File: config.mk
export PLATFORM = sky130hd
export DESIGN_NAME = ascii_serial_framer
export DESIGN_NICKNAME = d
export VERILOG_FILES = /design/src/rtl/framer_pkg.sv /design/src/rtl/ascii_serial_framer.sv /design/src/rtl/silence_timer.sv
export SDC_FILE = /design/constraint.sdc
export NUM_CORES = 1
export LEC_CHECK = 0
export ABC_AREA = 1
export BUFFER_PORTS_ARGS = -buffer_cell sky130_fd_sc_hd__buf_4
export CAP_MARGIN = 20
export CELL_PAD_IN_SITES_DETAIL_PLACEMENT = 0
export CELL_PAD_IN_SITES_GLOBAL_PLACEMENT = 1
export CORE_ASPECT_RATIO = 1.25
export CORE_UTILIZATION = 38
export CTS_CLUSTER_DIAMETER = 120
export DETAILED_ROUTE_END_ITERATION = 12
export PLACE_DENSITY_LB_ADDON = 0.2
export SKIP_CTS_REPAIR_TIMING = 1
export SLEW_MARGIN = 20
export SYNTH_ARGS = -nofsm -noshare
export SYNTH_HDL_FRONTEND = slang
export SYNTH_SLANG_ARGS = --single-unit
File: constraint.sdc
create_clock -name SYS_CLK -period 3.1 [get_ports SYS_CLK]
set_input_delay 0 -clock SYS_CLK [delete_from_list [all_inputs] [get_ports SYS_CLK]]
set_output_delay 0 -clock SYS_CLK [all_outputs]
set_load 0.05 [all_outputs]
File: src/rtl/framer_pkg.sv
package framer_pkg;
   // ==========================================================
   // Register map (word offsets are byte addresses)
   // ==========================================================
   localparam logic [7:0] ADDR_START     = 8'h00;
   localparam logic [7:0] ADDR_END1      = 8'h04;
   localparam logic [7:0] ADDR_END2      = 8'h08;
   localparam logic [7:0] ADDR_LEN       = 8'h0C;
   localparam logic [7:0] ADDR_TIMEOUT   = 8'h10;
   localparam logic [7:0] ADDR_IRQ_STAT  = 8'h14;
   localparam logic [7:0] ADDR_IRQ_MASK  = 8'h18;
   localparam logic [7:0] ADDR_RX_STAT   = 8'h1C;
   localparam logic [7:0] ADDR_RX_COUNT  = 8'h20;

   // ==========================================================
   // Interrupt status bits
   // ==========================================================
   localparam int IRQ_RX_DONE  = 0;
   localparam int IRQ_TX_DONE  = 1;
   localparam int IRQ_RX_START = 2;
   localparam int IRQ_WIDTH    = 3;

   // ==========================================================
   // Reset values and timing
   // ==========================================================
   localparam logic [7:0]  RST_CHAR    = 8'h00;
   localparam logic [15:0] RST_LEN     = 16'h0000;
   localparam logic [15:0] RST_TIMEOUT = 16'h0000;
   localparam int          CLK_HZ      = 20_000_000;
   localparam int          MS_PER_S    = 1000;
   localparam int          CYC_PER_MS  = CLK_HZ / MS_PER_S;

   // Frame end cause codes
   typedef enum logic [2:0]
   {
      END_NONE = 3'b000,
      END_CHR1 = 3'b001,
      END_CHR2 = 3'b010,
      END_LEN  = 3'b011,
      END_TIME = 3'b100
   } end_cause_type;

   typedef struct packed
   {
      logic       valid;
      logic [7:0] data;
   } char_type;

   typedef struct packed
   {
      logic [7:0]  start_chr;
      logic [7:0]  end1_chr;
      logic [7:0]  end2_chr;
      logic [15:0] len_limit;
      logic [15:0] timeout_ms;
   } cfg_type;
endpackage

File: src/rtl/ascii_serial_framer.sv
// Notes on behaviour
// - Zero start character: none expected nor sent
// - Received start character opens a new frame
// - Nonzero start character sent before payload
// - First end character ends and trails frames
// - Second end character ends and trails frames
// - Nonzero length limit completes frame at count
// - Nonzero timeout completes frame after silence
// - Earliest true termination ends the frame
//
// Strobed register access and the register offsets were chosen for this implementation.
`timescale 1ns/1ps
module ascii_serial_framer
   import framer_pkg::*;
#(
   parameter int CYCLES_PER_MS = CYC_PER_MS
)
(
   input  wire logic        SYS_CLK,
   input  wire logic        RST,
   input  wire logic [7:0]  ADDR,
   input  wire logic [31:0] WDATA,
   input  wire logic        WR,
   input  wire logic        RD,
   output logic      [31:0] RDATA,
   output logic             IRQ,
   input  wire logic        RXC_VALID,
   input  wire logic [7:0]  RXC_DATA,
   output logic             RXF_VALID,
   output logic      [7:0]  RXF_DATA,
   output logic             RXF_FIRST,
   output logic             RXF_LAST,
   input  wire logic        TXP_VALID,
   input  wire logic [7:0]  TXP_DATA,
   input  wire logic        TXP_LAST,
   output logic             TXP_READY,
   output logic             TXC_VALID,
   output logic      [7:0]  TXC_DATA,
   input  wire logic        TXC_READY
);
   // ==========================================================
   // Register file
   // ==========================================================
   cfg_type                cfg_ff;
   logic [IRQ_WIDTH-1:0]   stat_ff;
   logic [IRQ_WIDTH-1:0]   mask_ff;
   logic [31:0]            rdata_ff;
   logic                   irq_ff;
   end_cause_type          cause_ff;
   logic [15:0]            last_cnt_ff;

   function automatic logic hit_chr(input logic [7:0] c, input logic [7:0] d);
      hit_chr = (c != 8'h00) && (c == d);
   endfunction

   wire wr_start = WR && (ADDR == ADDR_START);
   wire wr_end1  = WR && (ADDR == ADDR_END1);
   wire wr_end2  = WR && (ADDR == ADDR_END2);
   wire wr_len   = WR && (ADDR == ADDR_LEN);
   wire wr_tmo   = WR && (ADDR == ADDR_TIMEOUT);
   wire wr_stat  = WR && (ADDR == ADDR_IRQ_STAT);
   wire wr_mask  = WR && (ADDR == ADDR_IRQ_MASK);

   logic [31:0] rd_mux;
   always_comb
   begin
      if (ADDR == ADDR_START)
         rd_mux = {24'h00_0000, cfg_ff.start_chr};
      else if (ADDR == ADDR_END1)
         rd_mux = {24'h00_0000, cfg_ff.end1_chr};
      else if (ADDR == ADDR_END2)
         rd_mux = {24'h00_0000, cfg_ff.end2_chr};
      else if (ADDR == ADDR_LEN)
         rd_mux = {16'h0000, cfg_ff.len_limit};
      else if (ADDR == ADDR_TIMEOUT)
         rd_mux = {16'h0000, cfg_ff.timeout_ms};
      else if (ADDR == ADDR_IRQ_STAT)
         rd_mux = {29'h0000_0000, stat_ff};
      else if (ADDR == ADDR_IRQ_MASK)
         rd_mux = {29'h0000_0000, mask_ff};
      else if (ADDR == ADDR_RX_STAT)
         rd_mux = {29'h0000_0000, cause_ff};
      else if (ADDR == ADDR_RX_COUNT)
         rd_mux = {16'h0000, last_cnt_ff};
      else
         rd_mux = 32'h0000_0000;
   end

   always_ff @(posedge SYS_CLK)
   begin
      if (RST)
      begin
         cfg_ff   <= '{RST_CHAR, RST_CHAR, RST_CHAR, RST_LEN, RST_TIMEOUT};
         mask_ff  <= '0;
         rdata_ff <= 32'h0000_0000;
      end
      else
      begin
         if (wr_start)
            cfg_ff.start_chr <= WDATA[7:0];
         if (wr_end1)
            cfg_ff.end1_chr <= WDATA[7:0];
         if (wr_end2)
            cfg_ff.end2_chr <= WDATA[7:0];
         if (wr_len)
            cfg_ff.len_limit <= WDATA[15:0];
         if (wr_tmo)
            cfg_ff.timeout_ms <= WDATA[15:0];
         if (wr_mask)
            mask_ff <= WDATA[IRQ_WIDTH-1:0];
         rdata_ff <= RD ? rd_mux : 32'h0000_0000;
      end
   end

   // ==========================================================
   // Receive framing
   // ==========================================================
   logic        in_frame_ff;
   logic [15:0] cnt_ff;
   char_type    rxq_ff;
   logic        rxf_first_ff;
   logic        rxf_last_ff;
   logic        tmo_hit;

   wire         need_start = (cfg_ff.start_chr != 8'h00);
   wire         is_start   = RXC_VALID && hit_chr(cfg_ff.start_chr, RXC_DATA);
   wire         is_end1    = hit_chr(cfg_ff.end1_chr, RXC_DATA);
   wire         is_end2    = hit_chr(cfg_ff.end2_chr, RXC_DATA);
   wire [15:0]  cnt_inc    = cnt_ff + 16'h0001;
   wire         len_hit    = (cfg_ff.len_limit != 16'h0000) && (cnt_inc >= cfg_ff.len_limit);
   // Without a start character any byte opens a frame
   wire         open_ok    = in_frame_ff || !need_start;
   wire         take       = RXC_VALID && !is_start && open_ok;
   wire         chr_end    = take && (is_end1 || is_end2 || len_hit);
   // Timeout only closes an open frame, even one with no data after its start character
   wire         tmo_end    = tmo_hit && in_frame_ff && !RXC_VALID;

   end_cause_type nxt_cause;
   always_comb
   begin
      // Earliest condition wins; same-byte ties take delimiter first
      if (take && is_end1)
         nxt_cause = END_CHR1;
      else if (take && is_end2)
         nxt_cause = END_CHR2;
      else if (take && len_hit)
         nxt_cause = END_LEN;
      else if (tmo_end)
         nxt_cause = END_TIME;
      else
         nxt_cause = cause_ff;
   end

   silence_timer #(
      .CYCLES_PER_MS (CYCLES_PER_MS)
   ) u_timer (
      .clk      (SYS_CLK),
      .rst      (RST),
      .restart  (RXC_VALID),
      .arm      (in_frame_ff),
      .limit_ms (cfg_ff.timeout_ms),
      .expired  (tmo_hit)
   );

   always_ff @(posedge SYS_CLK)
   begin
      if (RST)
      begin
         in_frame_ff  <= 1'b0;
         cnt_ff       <= 16'h0000;
         rxq_ff       <= '0;
         rxf_first_ff <= 1'b0;
         rxf_last_ff  <= 1'b0;
         cause_ff     <= END_NONE;
         last_cnt_ff  <= 16'h0000;
      end
      else
      begin
         rxq_ff.valid <= take;
         rxq_ff.data  <= RXC_DATA;
         rxf_first_ff <= take && (cnt_ff == 16'h0000);
         rxf_last_ff  <= chr_end;
         cause_ff     <= nxt_cause;
         if (is_start)
         begin
            in_frame_ff <= 1'b1;
            cnt_ff      <= 16'h0000;
         end
         else if (chr_end || tmo_end)
         begin
            in_frame_ff <= 1'b0;
            cnt_ff      <= 16'h0000;
            last_cnt_ff <= chr_end ? cnt_inc : cnt_ff;
         end
         else if (take)
         begin
            in_frame_ff <= 1'b1;
            cnt_ff      <= cnt_inc;
         end
      end
   end

   // ==========================================================
   // Transmit framing
   // ==========================================================
   typedef enum logic [2:0]
   {
      TX_IDLE  = 3'b000,
      TX_START = 3'b001,
      TX_DATA  = 3'b010,
      TX_END1  = 3'b011,
      TX_END2  = 3'b100
   } tx_state_type;

   tx_state_type tx_ff;
   tx_state_type nxt_tx;
   char_type     txc_ff;
   logic         txp_ready_ff;
   logic         tx_done_ff;

   // Output slot is free when empty or being drained this cycle
   wire slot_free  = !txc_ff.valid || TXC_READY;
   wire has_end1   = (cfg_ff.end1_chr != 8'h00);
   wire has_end2   = (cfg_ff.end2_chr != 8'h00);
   wire pay_take   = (tx_ff == TX_DATA) && slot_free && TXP_VALID && txp_ready_ff;
   tx_state_type after_pay;
   assign after_pay = has_end1 ? TX_END1 : (has_end2 ? TX_END2 : TX_IDLE);

   char_type nxt_txc;
   always_comb
   begin
      nxt_tx  = tx_ff;
      nxt_txc = slot_free ? '0 : txc_ff;
      case (tx_ff)
         TX_IDLE:
            if (TXP_VALID)
               nxt_tx = need_start ? TX_START : TX_DATA;
         TX_START:
            if (slot_free)
            begin
               nxt_txc = '{1'b1, cfg_ff.start_chr};
               nxt_tx  = TX_DATA;
            end
         TX_DATA:
            if (pay_take)
            begin
               nxt_txc = '{1'b1, TXP_DATA};
               if (TXP_LAST)
                  nxt_tx = after_pay;
            end
         TX_END1:
            if (slot_free)
            begin
               nxt_txc = '{1'b1, cfg_ff.end1_chr};
               nxt_tx  = has_end2 ? TX_END2 : TX_IDLE;
            end
         TX_END2:
            if (slot_free)
            begin
               nxt_txc = '{1'b1, cfg_ff.end2_chr};
               nxt_tx  = TX_IDLE;
            end
         default:
            nxt_tx = TX_IDLE;
      endcase
   end

   wire tx_fin = (tx_ff != TX_IDLE) && (nxt_tx == TX_IDLE);

   always_ff @(posedge SYS_CLK)
   begin
      if (RST)
      begin
         tx_ff        <= TX_IDLE;
         txc_ff       <= '0;
         txp_ready_ff <= 1'b0;
         tx_done_ff   <= 1'b0;
      end
      else
      begin
         tx_ff        <= nxt_tx;
         txc_ff       <= nxt_txc;
         // One-cycle ready, raised only over an empty slot, so no handshake is refused
         txp_ready_ff <= (nxt_tx == TX_DATA) && !txp_ready_ff && !nxt_txc.valid;
         tx_done_ff   <= tx_fin;
      end
   end

   // ==========================================================
   // Interrupts: set wins over write-one-to-clear
   // ==========================================================
   logic [IRQ_WIDTH-1:0] ev;
   always_comb
   begin
      ev               = '0;
      ev[IRQ_RX_DONE]  = chr_end || tmo_end;
      ev[IRQ_TX_DONE]  = tx_done_ff;
      ev[IRQ_RX_START] = is_start;
   end

   wire [IRQ_WIDTH-1:0] clr = wr_stat ? WDATA[IRQ_WIDTH-1:0] : '0;
   wire [IRQ_WIDTH-1:0] nxt_stat = (stat_ff & ~clr) | ev;

   always_ff @(posedge SYS_CLK)
   begin
      if (RST)
      begin
         stat_ff <= '0;
         irq_ff  <= 1'b0;
      end
      else
      begin
         stat_ff <= nxt_stat;
         irq_ff  <= |(nxt_stat & mask_ff);
      end
   end

   assign RDATA     = rdata_ff;
   assign IRQ       = irq_ff;
   assign RXF_VALID = rxq_ff.valid;
   assign RXF_DATA  = rxq_ff.data;
   assign RXF_FIRST = rxf_first_ff;
   assign RXF_LAST  = rxf_last_ff;
   assign TXP_READY = txp_ready_ff;
   assign TXC_VALID = txc_ff.valid;
   assign TXC_DATA  = txc_ff.data;
endmodule

File: src/rtl/silence_timer.sv
`timescale 1ns/1ps
module silence_timer
   import framer_pkg::*;
#(
   parameter int CYCLES_PER_MS = CYC_PER_MS
)
(
   input  wire logic        clk,
   input  wire logic        rst,
   input  wire logic        restart,
   input  wire logic        arm,
   input  wire logic [15:0] limit_ms,
   output logic             expired
);
   // ==========================================================
   // Millisecond prescaler and count of quiet milliseconds
   // ==========================================================
   logic [31:0] pre_ff;
   logic [15:0] ms_ff;
   logic        exp_ff;
   wire         tick    = (pre_ff == 32'(CYCLES_PER_MS - 1));
   wire         running = arm && (limit_ms != 16'h0000) && !exp_ff;
   wire         hit     = running && tick && (ms_ff + 16'h0001 >= limit_ms);

   always_ff @(posedge clk)
   begin
      if (rst || restart || !running)
      begin
         pre_ff <= 32'h0000_0000;
         ms_ff  <= 16'h0000;
      end
      else if (tick)
      begin
         pre_ff <= 32'h0000_0000;
         ms_ff  <= ms_ff + 16'h0001;
      end
      else
         pre_ff <= pre_ff + 32'h0000_0001;
   end

   always_ff @(posedge clk)
   begin
      if (rst || restart || !arm)
         exp_ff <= 1'b0;
      else if (hit)
         exp_ff <= 1'b1;
   end

   assign expired = hit;
endmodule

* Yosys cells after proc, flatten, opt, wreduce, memory -nomap -nowiden
Cells that the tools add are included.
** Cells by class
- Add/subtract/negate cells :: 3
- $lt $le $gt $ge :: 2
- Equal/unequal tests :: 17
- Multiplexer cells :: 34
- Bitwise logic cells :: 6
- Reduce and logical (&&, ||, !) cells :: 70
** Operators by type and width (number)
- $mux W16 :: 7
- $mux W9 :: 5
- $pmux W9 S4 :: 1
- $add A16 B1 Y16 const B :: 2
- $add A32 B1 Y32 const B :: 1
- $eq A32 B15 Y1 const B :: 1
- $eq A8 B5 Y1 const B :: 4
- $ge A16 B16 Y1 :: 2
- $reduce_bool A16 Y1 :: 2
- $logic_and A1 B1 Y1 :: 31
- $mux W3 :: 9
- $eq A8 B8 Y1 :: 3
- $mux W8 :: 3
- $reduce_bool A8 Y1 :: 3
- $eq A8 B4 Y1 const B :: 2
- $logic_not A16 Y1 :: 1
- $pmux W3 S5 :: 1
- $reduce_or A10 Y1 :: 1
- $eq A3 B2 Y1 const B :: 3
- $logic_not A1 Y1 :: 9
- $reduce_bool A3 Y1 :: 3
- $eq A8 B3 Y1 const B :: 1
- $eq A8 B6 Y1 const B :: 1
- $logic_not A8 Y1 :: 1
- other kinds (16) :: 35
** Storage, ports and cells
- Bits in registers :: 205
- Bits of input ports :: 64
- Output and inout bits :: 54
- Logic and storage cells :: 161

* Logic depth before layout (Yosys ltp)
Gate-level depths: netlist (run 1).
- Depth after elaboration :: 11
- Mapped depth :: 21
- Mapped depth without buffers :: 20

* Hierarchy
Synthesis (run 1) repeated with hierarchy kept, for this count alone.
** Unflattened totals
- Cells, all modules :: 1537
- Area total of the unflattened synthesis :: 10523.8 um^2
** By module, submodules not included
- ascii_serial_framer :: instances 1, cells each 1051, area each 7347.0 um^2, seq. area each 2802.7 um^2
- silence_timer :: instances 1, cells each 486, area each 3176.8 um^2, seq. area each 980.9 um^2

* Worst setup path after synthesis (run 1)
No wires, ideal clock.
- Path kind :: reg2reg
- From :: reg u_timer.ms_ff[0]
- To :: reg last_cnt_ff[10]
- Arrival :: 2841 ps
- Data required time :: 2984 ps
- Slack :: 144 ps
- Cell stages (with the launch flop) :: 20
- Buffers on the path :: 1
- Clock period less this slack :: 2956 ps
- Cells stage by stage :: dfxtp_1 ha_1 nand2_1 nor2_1 nand4_1 nor2_1 nand3_1 nor3_1 xor2_1 ha_1 nand2_1 nor3_1 nand3_1 nand3_1 nand3_1 inv_2 nor2_8 buf_4 nor2_1 nor2_1
** Between the ends
- Cells in the longest elaborated chain, start to end :: 7
** Ends and longest elaborated chain
- start, declared :: RTL line silence_timer.sv:19 : logic [15:0] ms_ff;
- start signal, assigned :: RTL line silence_timer.sv:35 : ms_ff <= ms_ff + 16'h0001;
- $add A16 B1 Y16 :: RTL line silence_timer.sv:23 : wire hit = running && tick && (ms_ff + 16'h0001 >= limit_ms);
- $ge A16 B16 Y1 :: RTL line silence_timer.sv:23
- $logic_and A1 B1 Y1 :: RTL line silence_timer.sv:23
- $logic_and A1 B1 Y1 (2 in series) :: RTL line ascii_serial_framer.sv:136 : wire tmo_end = tmo_hit && in_frame_ff && !RXC_VALID;
- $logic_or A1 B1 Y1 :: RTL line ascii_serial_framer.sv:189 : else if (chr_end || tmo_end)
- $reduce_and A2 Y1 (no line)
- end signal, assigned :: RTL line ascii_serial_framer.sv:193 : last_cnt_ff <= chr_end ? cnt_inc : cnt_ff;
- end, declared :: RTL line ascii_serial_framer.sv:50 : logic [15:0] last_cnt_ff;
No other way between the ends.
A chain may end at the register's enable or synchronous reset.

* Final worst setup path (run 1)
- From :: reg u_timer.ms_ff[0]
- To :: reg last_cnt_ff[5]
The elaborated chain is that of the path after synthesis.

==> results.cfg, run 1 <==
[status]
status = finished with violations
violations = setup timing

[synthesis]
avgSynthCellArea_um2 = 6.96
yosys.area_share.simple_pct = 28.1
synthCells = 1443
synth_xor_xnor_area_share_pct = 4.10
synth_top_family_by_area = simple AND/OR/NAND/NOR gates
yosys_warnings = 0
ys_seq_elements = 189
synthArstFlopShare_pct = 0
syn_area_um2 = 10000
dominantRegCellSynth = dfxtp_1
synth_mux_area_share_pct = 0.0996
synthAdderAreaFrac_pct = 4.48
synth.yosys.seq_area_share_pct = 37.6
synth_cell_type_count = 48
synth_edf_count = 0
synth_compound_area_share_pct = 15.4

[pwr]
switching_share_pct = 27.3
p_sw_mw = 1.43
p_seq_share_pct = 47.3
powerDensity_nw_per_um2 = 408
p_leak_nw = 5.62
intPower_mw = 3.82
finalPower_mw = 5.25
clockPowerShare_pct = 41.1
worst_ir_drop_vdd_uv = 371
power_frac_comb_pct = 11.6

[sta]
rsz0062_at_grt = yes
hold_violations = 0
period_share_pct = 101
timing.hold.ws_ns = 0.0176
setup_ws_ns = -0.0193
setup_viol = 10
maxSlewHeadroom_pct = 52.1
fin_crit_ns = 3.12
max_freq_ghz = 0.321
skew_ns = 0.0147
drv_slew = 0
worst_pin_slew_ns = 0.718

[floorplanning]
core_um2 = 26000
dieArea_um2 = 27100
io_pins = 118
start_util_pct = 38.6
die_h_um = 184
rows = 66
die_x_um = 147

[placement]
portBuffers = 85
hpwl_mm = 22.8
place_ws_ns = -0.205
gp_congestion = 0.875
place_area_um2 = 11500

[global_route]
grt_antenna_before_repair = 0
first_global_vias = 9106
grt_use_total_pct = 22.1
grt_max_degree = 67
grt_pass1_wl_mm = 47.2
grt.overflow.total = 0

[setup_path]
cp-start-kind = register
crit_fanout = 5
critPathKind = reg2reg
worstPathArrival_ns = 3.50
required_ns = 3.48
cp-end-kind = register

[clocking]
cts_tree = done
htreeDepth = 4
cts.sinks = 189
path_clk_slew_ns = 0.07
cts_buffer_depth = 2
cts_buffers = 17
clk_latency_ns = 0.45
cts_root_buf = clkbuf_16

[drt]
drt-initial-drc-count = 592
routed_wl_mm = 30.4
remaining_drc_errors = 0
avgViaCountPerCell = 4.94
ant_nets = 0
vias = 9837
routedWlPerCell_um = 15.2
firstDrtPassIters = 5

[finish]
area_growth_pct = 28.1
multi_input_area_um2 = 5600
fillers = 2660
drive_gt1_share_pct = 18.3
area.sequential_um2 = 3790
nNetsFinal = 1740
finalInstanceArea_um2 = 12900
diodes = 0

[run]
maxCapViolCount = 0

[hold_path]
holdCritPathClass = in2reg
[cell usage in the layout, fill, tap and decap left out, drive strengths merged, types with 19 or more instances in the layout]
cell,count
ha,36
xor2,35
nand4,35
buf,173
nand3,70
nor3,27
clkbuf,19
dlygate4sd3,39
nand2,295
inv,196
a21oi,123
dfxtp,189
nor2,181
o21ai,124
[critical path, stage by stage (launching register included)]
cell       delay [ns]
dfxtp_2          0.37
ha_4             0.14
nand2_1          0.06
nor2_2           0.14
nand4_1          0.14
nor2_2           0.16
buf_4            0.12
buf_4            0.12
xor2_4           0.16
inv_2            0.06
ha_4             0.26
nand4_1          0.15
nor3_4           0.23
nand3_1          0.11
nand3_2          0.13
nand3_4          0.11
buf_6            0.14
nand3_4          0.11
clkbuf_16        0.16
o21ai_0          0.07
nor2_1           0.11
[cells in the mapped netlist, drive strengths merged (2+ instances only)]
cell type | instances | area share (%)
a211oi | 7 | 0.52
a21oi | 123 | 6.1
a221oi | 3 | 0.26
a22o | 2 | 0.17
a31oi | 8 | 0.50
buf | 27 | 2.0
clkbuf | 24 | 0.90
clkinv | 4 | 0.15
dfxtp | 189 | 38
ha | 36 | 4.5
inv | 191 | 7.1
nand2 | 295 | 12
nand3 | 69 | 3.7
nand3b | 3 | 0.22
nand4 | 35 | 2.2
nor2 | 181 | 7.4
nor3 | 27 | 1.5
nor4 | 12 | 0.90
nor4b | 2 | 0.17
o2111ai | 2 | 0.17
o21a | 3 | 0.22
o21ai | 124 | 6.2
o22ai | 17 | 1.1
or2 | 4 | 0.25
xnor2 | 12 | 1.0
xor2 | 35 | 3.1
[cell type report]
type | instances | area share (%)
clock buffers | 18 | 3.33
clock inverters | 14 | 1.04
inverters | 195 | 5.70
multi-input cells | 1024 | 43.5
flip-flops and latches | 189 | 29.5
well taps | 340 | 3.30
repair buffers | 213 | 13.7
[registers in the layout, summed over array words and instances, names as in the netlist]
register,count
TXC_DATA,8
mask_ff,3
u_timer.exp_ff,1
in_frame_ff,1
TXP_READY,1
last_cnt_ff,16
RXF_VALID,1
TXC_VALID,1
cnt_ff,16
u_timer.pre_ff,32
cause_ff,3
tx_done_ff,1
RXF_DATA,8
IRQ,1
cfg_ff,56
stat_ff,3
RXF_FIRST,1
u_timer.ms_ff,16
tx_ff,3
RDATA,16
RXF_LAST,1
[stage by stage]
step	cells	TNS, ns	utilization (%)
finish	1993	-0.109	49.5
CTS	1941	-5.80	46.3
floorplan	1458	0	-
global route	1993	-6.99	49.5
detailed placement	1909	-4.79	44.2
global placement	1909	-1.92	44.2
[routing by layer]
| layer | GRT usage (%) | vias to the layer above | part of all wire (%) |
|---|---|---|---|
| li1 | - | 5081 | - |
| met1 | 28.0 | 4571 | 45 |
| met2 | 39.1 | 151 | 51 |
| met3 | 3.08 | 34 | 2.7 |
| met4 | 6.02 | 0 | 1.6 |
| met5 | 0 | - | 0 |
[logic make-up (layout without fill, tap and decap cells)]
kind of cell / after synthesis / count (layout)
and+or+nand+nor: 631 / 632
other: 1 / 16
muxes: 1 / 1
AOI/OAI and AO/OA: 292 / 292
xor gates and xnor gates: 47 / 47
adders and majority gates: 36 / 36
buffers and inverters: 246 / 440
DFF: 189 / 189
[final timing paths]
kind / cells past startpoint / startpoint / end / slack, ns
worst max-delay path: 20 / u_timer.ms_ff[0] / last_cnt_ff[5] / -0.02
worst min-delay path: 4 / RXC_VALID / u_timer.exp_ff / 0.02
worst max register to register: 20 / u_timer.ms_ff[0] / last_cnt_ff[5] / -0.02
worst min register to register: 1 / u_timer.pre_ff[0] / u_timer.pre_ff[0] / 0.45
[power groups by stage]
stage	sequential [mW]	clock, mW	combinational [mW]
6_report	2.48	2.16	0.607
2_1_floorplan	2.57	0	0.291
3_3_place_gp	2.54	0	0.527
4_1_cts	2.48	2.22	0.530
3_5_place_dp	2.54	0	0.528
5_1_grt	2.49	2.28	0.659
(Power assumes the default switching activity.)
==> run 2, diff against run 1 <==
SKIP_CTS_REPAIR_TIMING = not set   (was 1)
==> run 2 against run 1 <==
Against the previous run:
- the run now ends clean
- sequential power about the same
- die area unchanged
- register-to-register slack better by 0.06 ns
- fmax up 1.9%
==> results.cfg, run 2 (synthesis results as in run 1) <==
[finish]
area_growth_pct = 28.8
final_common_cell = nand2_1
regMostFlops = cfg_ff
drive_gt1_share_pct = 19.2
reg_top3 = cfg_ff: 56 flops, u_timer.pre_ff: 32 flops
nNetsFinal = 1748
diodes = 0
layout_common_cells = nand2_1, dfxtp_1, inv_1
largest_register_ffs = 56
finalInstanceArea_um2 = 12900

[global_route]
grt_pass1_wl_mm = 48.5
grt_max_degree = 68
grt_use_total_pct = 22.7
first_global_vias = 9476
grt_antenna_before_repair = 0
grt.overflow.total = 0

[drt]
wl_met1_mm = 13.4
remaining_drc_errors = 0
drt-initial-drc-count = 566
vias = 9927
wl_met2_mm = 15.2
top_layer = met4
wl_met3_mm = 1.24
ant_nets = 0
firstDrtPassIters = 5
avgViaCountPerCell = 4.96
routedWlPerCell_um = 15.1
routed_wl_mm = 30.3

[floorplanning]
core_um2 = 26000
rows = 66
io_pins = 118
die_x_um = 147
die_h_um = 184
start_util_pct = 38.6
dieArea_um2 = 27100

[setup_path]
ff2ff_setup_slack_ns = 0.04
worstPathArrival_ns = 3.40
path_cells = nand3_2, nor3_2, buf_4, nand4_1, buf_4, xor2_2, ha_1, buf_4, nand4_1, nor3_2, buf_4, nand3_2, nand3_4, nand2_4, buf_4, buf_4, buf_4, nand2_1, nor2_1, o21a_1
cp-start-kind = register
cp-end-kind = register
cp_common_cell = buf_4
crit_fanout = 5
critPathKind = reg2reg
required_ns = 3.44
slowest_delay_ns = 0.37
crit_slowest_cell = dfxtp_4

[run]
maxCapViolCount = 0

[clocking]
cts_root_buf = clkbuf_16
cts_buffer_depth = 2
cts_buffers = 17
path_clk_slew_ns = 0.07
cts.sinks = 189
cts_tree = done
clk_latency_ns = 0.45
htreeDepth = 4

[sta]
skew_ns = 0.0143
tns_ns = 0
hold_violations = 0
fin_crit_ns = 3.06
maxSlewHeadroom_pct = 52.6
timing.hold.ws_ns = 0.0428
period_share_pct = 98.8
rsz0062_at_grt = yes
drv_slew = 0
setup_viol = 0
max_freq_ghz = 0.327
worst_pin_slew_ns = 0.710

[pwr]
finalPower_mw = 5.24
worst_ir_drop_vdd_uv = 370
powerDensity_nw_per_um2 = 405
p_leak_nw = 5.65

[placement]
hpwl_mm = 22.8
gp_congestion = 0.875
place_area_um2 = 11500
portBuffers = 85

[status]
status = finished, final reports clean

[hold_path]
holdCritPathClass = in2reg
## run 2: cell count changes in the layout (fill, tap and decap cells not counted), sizes merged
cell         previous run  this run
clkbuf                 19        18
buf                   173       181
dlygate4sd3            39        40
## run 2: repair_timing
action                                  in CTS  in global routing
hold buffers                                40                  0
gates cloned                                 1                  0
gates resized for setup                     32                 55
pin swaps                                   22                 34
endpoints found under the setup margin      35                 38
setup buffers                               11                  8
endpoints found under the hold margin       80                  0
## run 2: report_power, final
| part | internal [mW] | switching (mW) |
|---|---|---|
| logic | 0.237 | 0.363 |
| registers | 2.46 | 0.0233 |
| clock network | 1.12 | 1.04 |
| total | 3.81 | 1.42 |
## run 2: worst paths after layout
check | startpoint | end | depth (start not counted)
setup / recovery | cnt_ff[1] | cause_ff[2] | 20
hold / removal | TXP_VALID | tx_ff[1] | 7
setup reg to reg | cnt_ff[1] | cause_ff[2] | 20
hold reg to reg | u_timer.pre_ff[0] | u_timer.pre_ff[0] | 1
## run 2: metal layers
metal / vias to the layer above / track usage [%]
li1: 5098 / -
met1: 4583 / 28.1
met2: 208 / 40.7
met3: 38 / 3.20
met4: 0 / 6.64
met5: - / 0
## run 2: worst max-delay path, delay by kind of cell, from the launching register on
family | cells | cell delay, ns
simple gates | 10 | 1.03
xor+xnor | 1 | 0.15
compound gates | 1 | 0.10
buf+inv | 7 | 0.98
fa+ha+maj | 1 | 0.30
flops | 1 | 0.37
## run 2: stage by stage
stage	setup slack, ns	utilization [%]	std cells
after floorplan	0.144	-	1458
after global placement	-0.0983	44.2	1909
after detailed placement	-0.205	44.2	1909
after CTS	-0.00249	48.8	1993
after global routing	-0.174	49.7	2001
final	0.0381	49.7	2001
## run 2: layout make-up
type | count | area, um^2
clock inverter | 14 | 134
timing repair buffer | 221 | 1810
fill | 2670 | 13100
sequential | 189 | 3800
inverter | 195 | 734
multi-input combinational | 1024 | 5600
tap | 340 | 425
clock buffer | 18 | 429
==> run 3, diff against run 2 <==
--- a/config.mk
+++ b/config.mk
@@ -7,9 +7,8 @@
 export LEC_CHECK = 0
 export ABC_AREA = 1
-export BUFFER_PORTS_ARGS = -buffer_cell sky130_fd_sc_hd__buf_4
+export BUFFER_PORTS_ARGS = -buffer_cell sky130_fd_sc_hd__buf_2
 export CAP_MARGIN = 20
 export CELL_PAD_IN_SITES_DETAIL_PLACEMENT = 0
 export CELL_PAD_IN_SITES_GLOBAL_PLACEMENT = 1
-export CORE_ASPECT_RATIO = 1.25
 export CORE_UTILIZATION = 38
 export CTS_CLUSTER_DIAMETER = 120
==> constraint.sdc (replaced) <==
create_clock -name SYS_CLK -period 3.1 [get_ports SYS_CLK]
set_input_delay 0.465 -clock SYS_CLK [delete_from_list [all_inputs] [get_ports SYS_CLK]]
set_output_delay 0.465 -clock SYS_CLK [all_outputs]
set_load 0.05 [all_outputs]
==> run 3 against run 2 <==
Against the previous run:
- critical path depth fell by 3
- critical path type unchanged
- first-iteration DRC count is 11% higher
- die area hardly changed
- sequential cell count unchanged
- clock-buffer cell count up 4
- combinational power shrank 9.7%
- fmax is 0.60% lower
- clock power down 3%
- via count is 2.8% lower
- routed wire length is 4.2% lower
- largest cell class unchanged
==> results.cfg, run 3 (synthesis results as in run 1) <==
[pwr]
clockPowerShare_pct = 41.0
p_leak_nw = 5.52
power_frac_comb_pct = 10.6
p_sw_mw = 1.35
powerDensity_nw_per_um2 = 414
switching_share_pct = 26.4
p_seq_share_pct = 48.5
intPower_mw = 3.77
finalPower_mw = 5.12
worst_ir_drop_vdd_uv = 329

[global_route]
grt_antenna_before_repair = 0
grt_use_total_pct = 21.7
first_global_vias = 8860
grt_pass1_wl_mm = 46.1
grt.overflow.total = 0
grt_max_degree = 88

[setup_path]
required_ns = 3.47
crit_slowest_cell = dfxtp_4
slowest_delay_ns = 0.38
cp-start-kind = register
worstPathArrival_ns = 3.45
crit_buf_inv = 2
cp-end-kind = register
path_delay_family = simple AND/OR/NAND/NOR gates
critPathKind = reg2reg
cp_common_cell = nand3_4
crit_fanout = 8
path_cells = nand3_4, nor3_4, nand4_1, nor2_1, xor2_1, inv_2, ha_4, a21oi_2, o21ai_1, a21oi_1, buf_4, nand3_4, nand2_4, nand2_8, nor2_8, nand3_4, a21oi_2

[finish]
area.sequential_um2 = 3800
diodes = 0
reg_top3 = cfg_ff: 56 flops, u_timer.pre_ff: 32 flops
regMostFlops = cfg_ff
drive_gt1_share_pct = 19.3
fillers = 2682
layout_common_cells = nand2_1, dfxtp_1, inv_1
largest_register_ffs = 56
final_common_cell = nand2_1
nNetsFinal = 1710
fin_util_pct = 47.6
multi_input_area_um2 = 5650
area_growth_pct = 23.1

[floorplanning]
dieArea_um2 = 27100
io_pins = 118
start_util_pct = 38.7
die_x_um = 165
die_h_um = 165
rows = 59
core_um2 = 26000

[sta]
skew_ns = 0.0131
rsz0062_at_grt = yes
fin_crit_ns = 3.08
max_freq_ghz = 0.325
maxSlewHeadroom_pct = 44.9
setup_viol = 0
worst_pin_slew_ns = 0.826
timing.hold.ws_ns = 0.270
tns_ns = 0
drv_slew = 0
period_share_pct = 99.4
hold_violations = 0

[clocking]
cts_root_buf = clkbuf_16
clk_latency_ns = 0.44
cts_buffer_depth = 2
cts_buffers = 17
htreeDepth = 4
cts.sinks = 189
cts_tree = done
holdBufCountCts = 0
path_clk_slew_ns = 0.07

[placement]
gp_congestion = 0.863
hpwl_mm = 21.6
portBuffers = 85

[status]
status = finished, final reports clean

[run]
maxCapViolCount = 0

[drt]
firstDrtPassIters = 7
vias = 9645
remaining_drc_errors = 0
routed_wl_mm = 29.0
ant_nets = 0
drt-initial-drc-count = 627
avgViaCountPerCell = 4.93
routedWlPerCell_um = 14.8

[hold_path]
holdCritPathClass = in2reg
[run 3: cell types whose count changed in the layout (fill, tap and decap cells not counted), sizes merged]
cell / delta
buf: +1
clkbuf: +5
clkinv: +5
clkinvlp: -4
dlygate4sd3: -40
inv: -5
[run 3: power groups by stage]
| stage | Combinational [mW] | Sequential [mW] | Clock [mW] |
|---|---|---|---|
| after floorplan | 0.291 | 2.57 | 0 |
| after global placement | 0.496 | 2.54 | 0 |
| after detailed placement | 0.497 | 2.54 | 0 |
| after CTS | 0.513 | 2.48 | 2.16 |
| after global routing | 0.596 | 2.49 | 2.24 |
| final | 0.541 | 2.48 | 2.10 |
[run 3: worst paths after layout]
kind / cells after the start / slack, ns / endpoint / from
hold / removal: 3 / 0.27 / TXC_DATA[0] / TXP_DATA[0]
setup reg to reg: 17 / 0.02 / cnt_ff[2] / cnt_ff[1]
setup / recovery: 17 / 0.02 / cnt_ff[2] / cnt_ff[1]
hold reg to reg: 1 / 0.45 / u_timer.pre_ff[0] / u_timer.pre_ff[0]
[run 3: area by class of cell]
cell class	instances	area share, %
multi-input combinational	1024	45.7
clock inverter	10	0.748
timing repair buffer	183	9.89
inverter	195	5.94
clock buffer	22	3.67
tap	335	3.39
sequential	189	30.7
[run 3: through the flow]
stage	worst slack, ns	cells	area, um^2
global route	-0.181	1958	12400
finish	0.0197	1958	12400
detailed placement	-0.282	1910	11300
global placement	-0.174	1910	11300
CTS	-0.0551	1951	12100
floorplan	0.144	1458	10100
[run 3: routing by layer]
metal,share of wire (%),wire (um),vias to the layer above,GRT usage [%]
met1,49,14200,4418,29.7
met4,1.2,362,0,5.63
li1,-,-,5020,-
met2,46,13500,182,35.8
met5,0,0,-,0
met3,3.6,1050,25,2.91
[run 3: repair_timing]
item	in CTS	in global routing
cloned	1	1
resized for setup	36	48
pin swaps	23	24
buffers inserted	8	6
setup endpoints to repair	37	39
[run 3: worst register-to-register path: stages, from the launching register on]
cell and delay [ns]:
dfxtp_4 0.38, nand3_4 0.09, nor3_4 0.30, nand4_1 0.18
nor2_1 0.16, xor2_1 0.23, inv_2 0.09, ha_4 0.23
a21oi_2 0.10, o21ai_1 0.07, a21oi_1 0.15, buf_4 0.16
nand3_4 0.08, nand2_4 0.13, nand2_8 0.09, nor2_8 0.19
nand3_4 0.20, a21oi_2 0.18
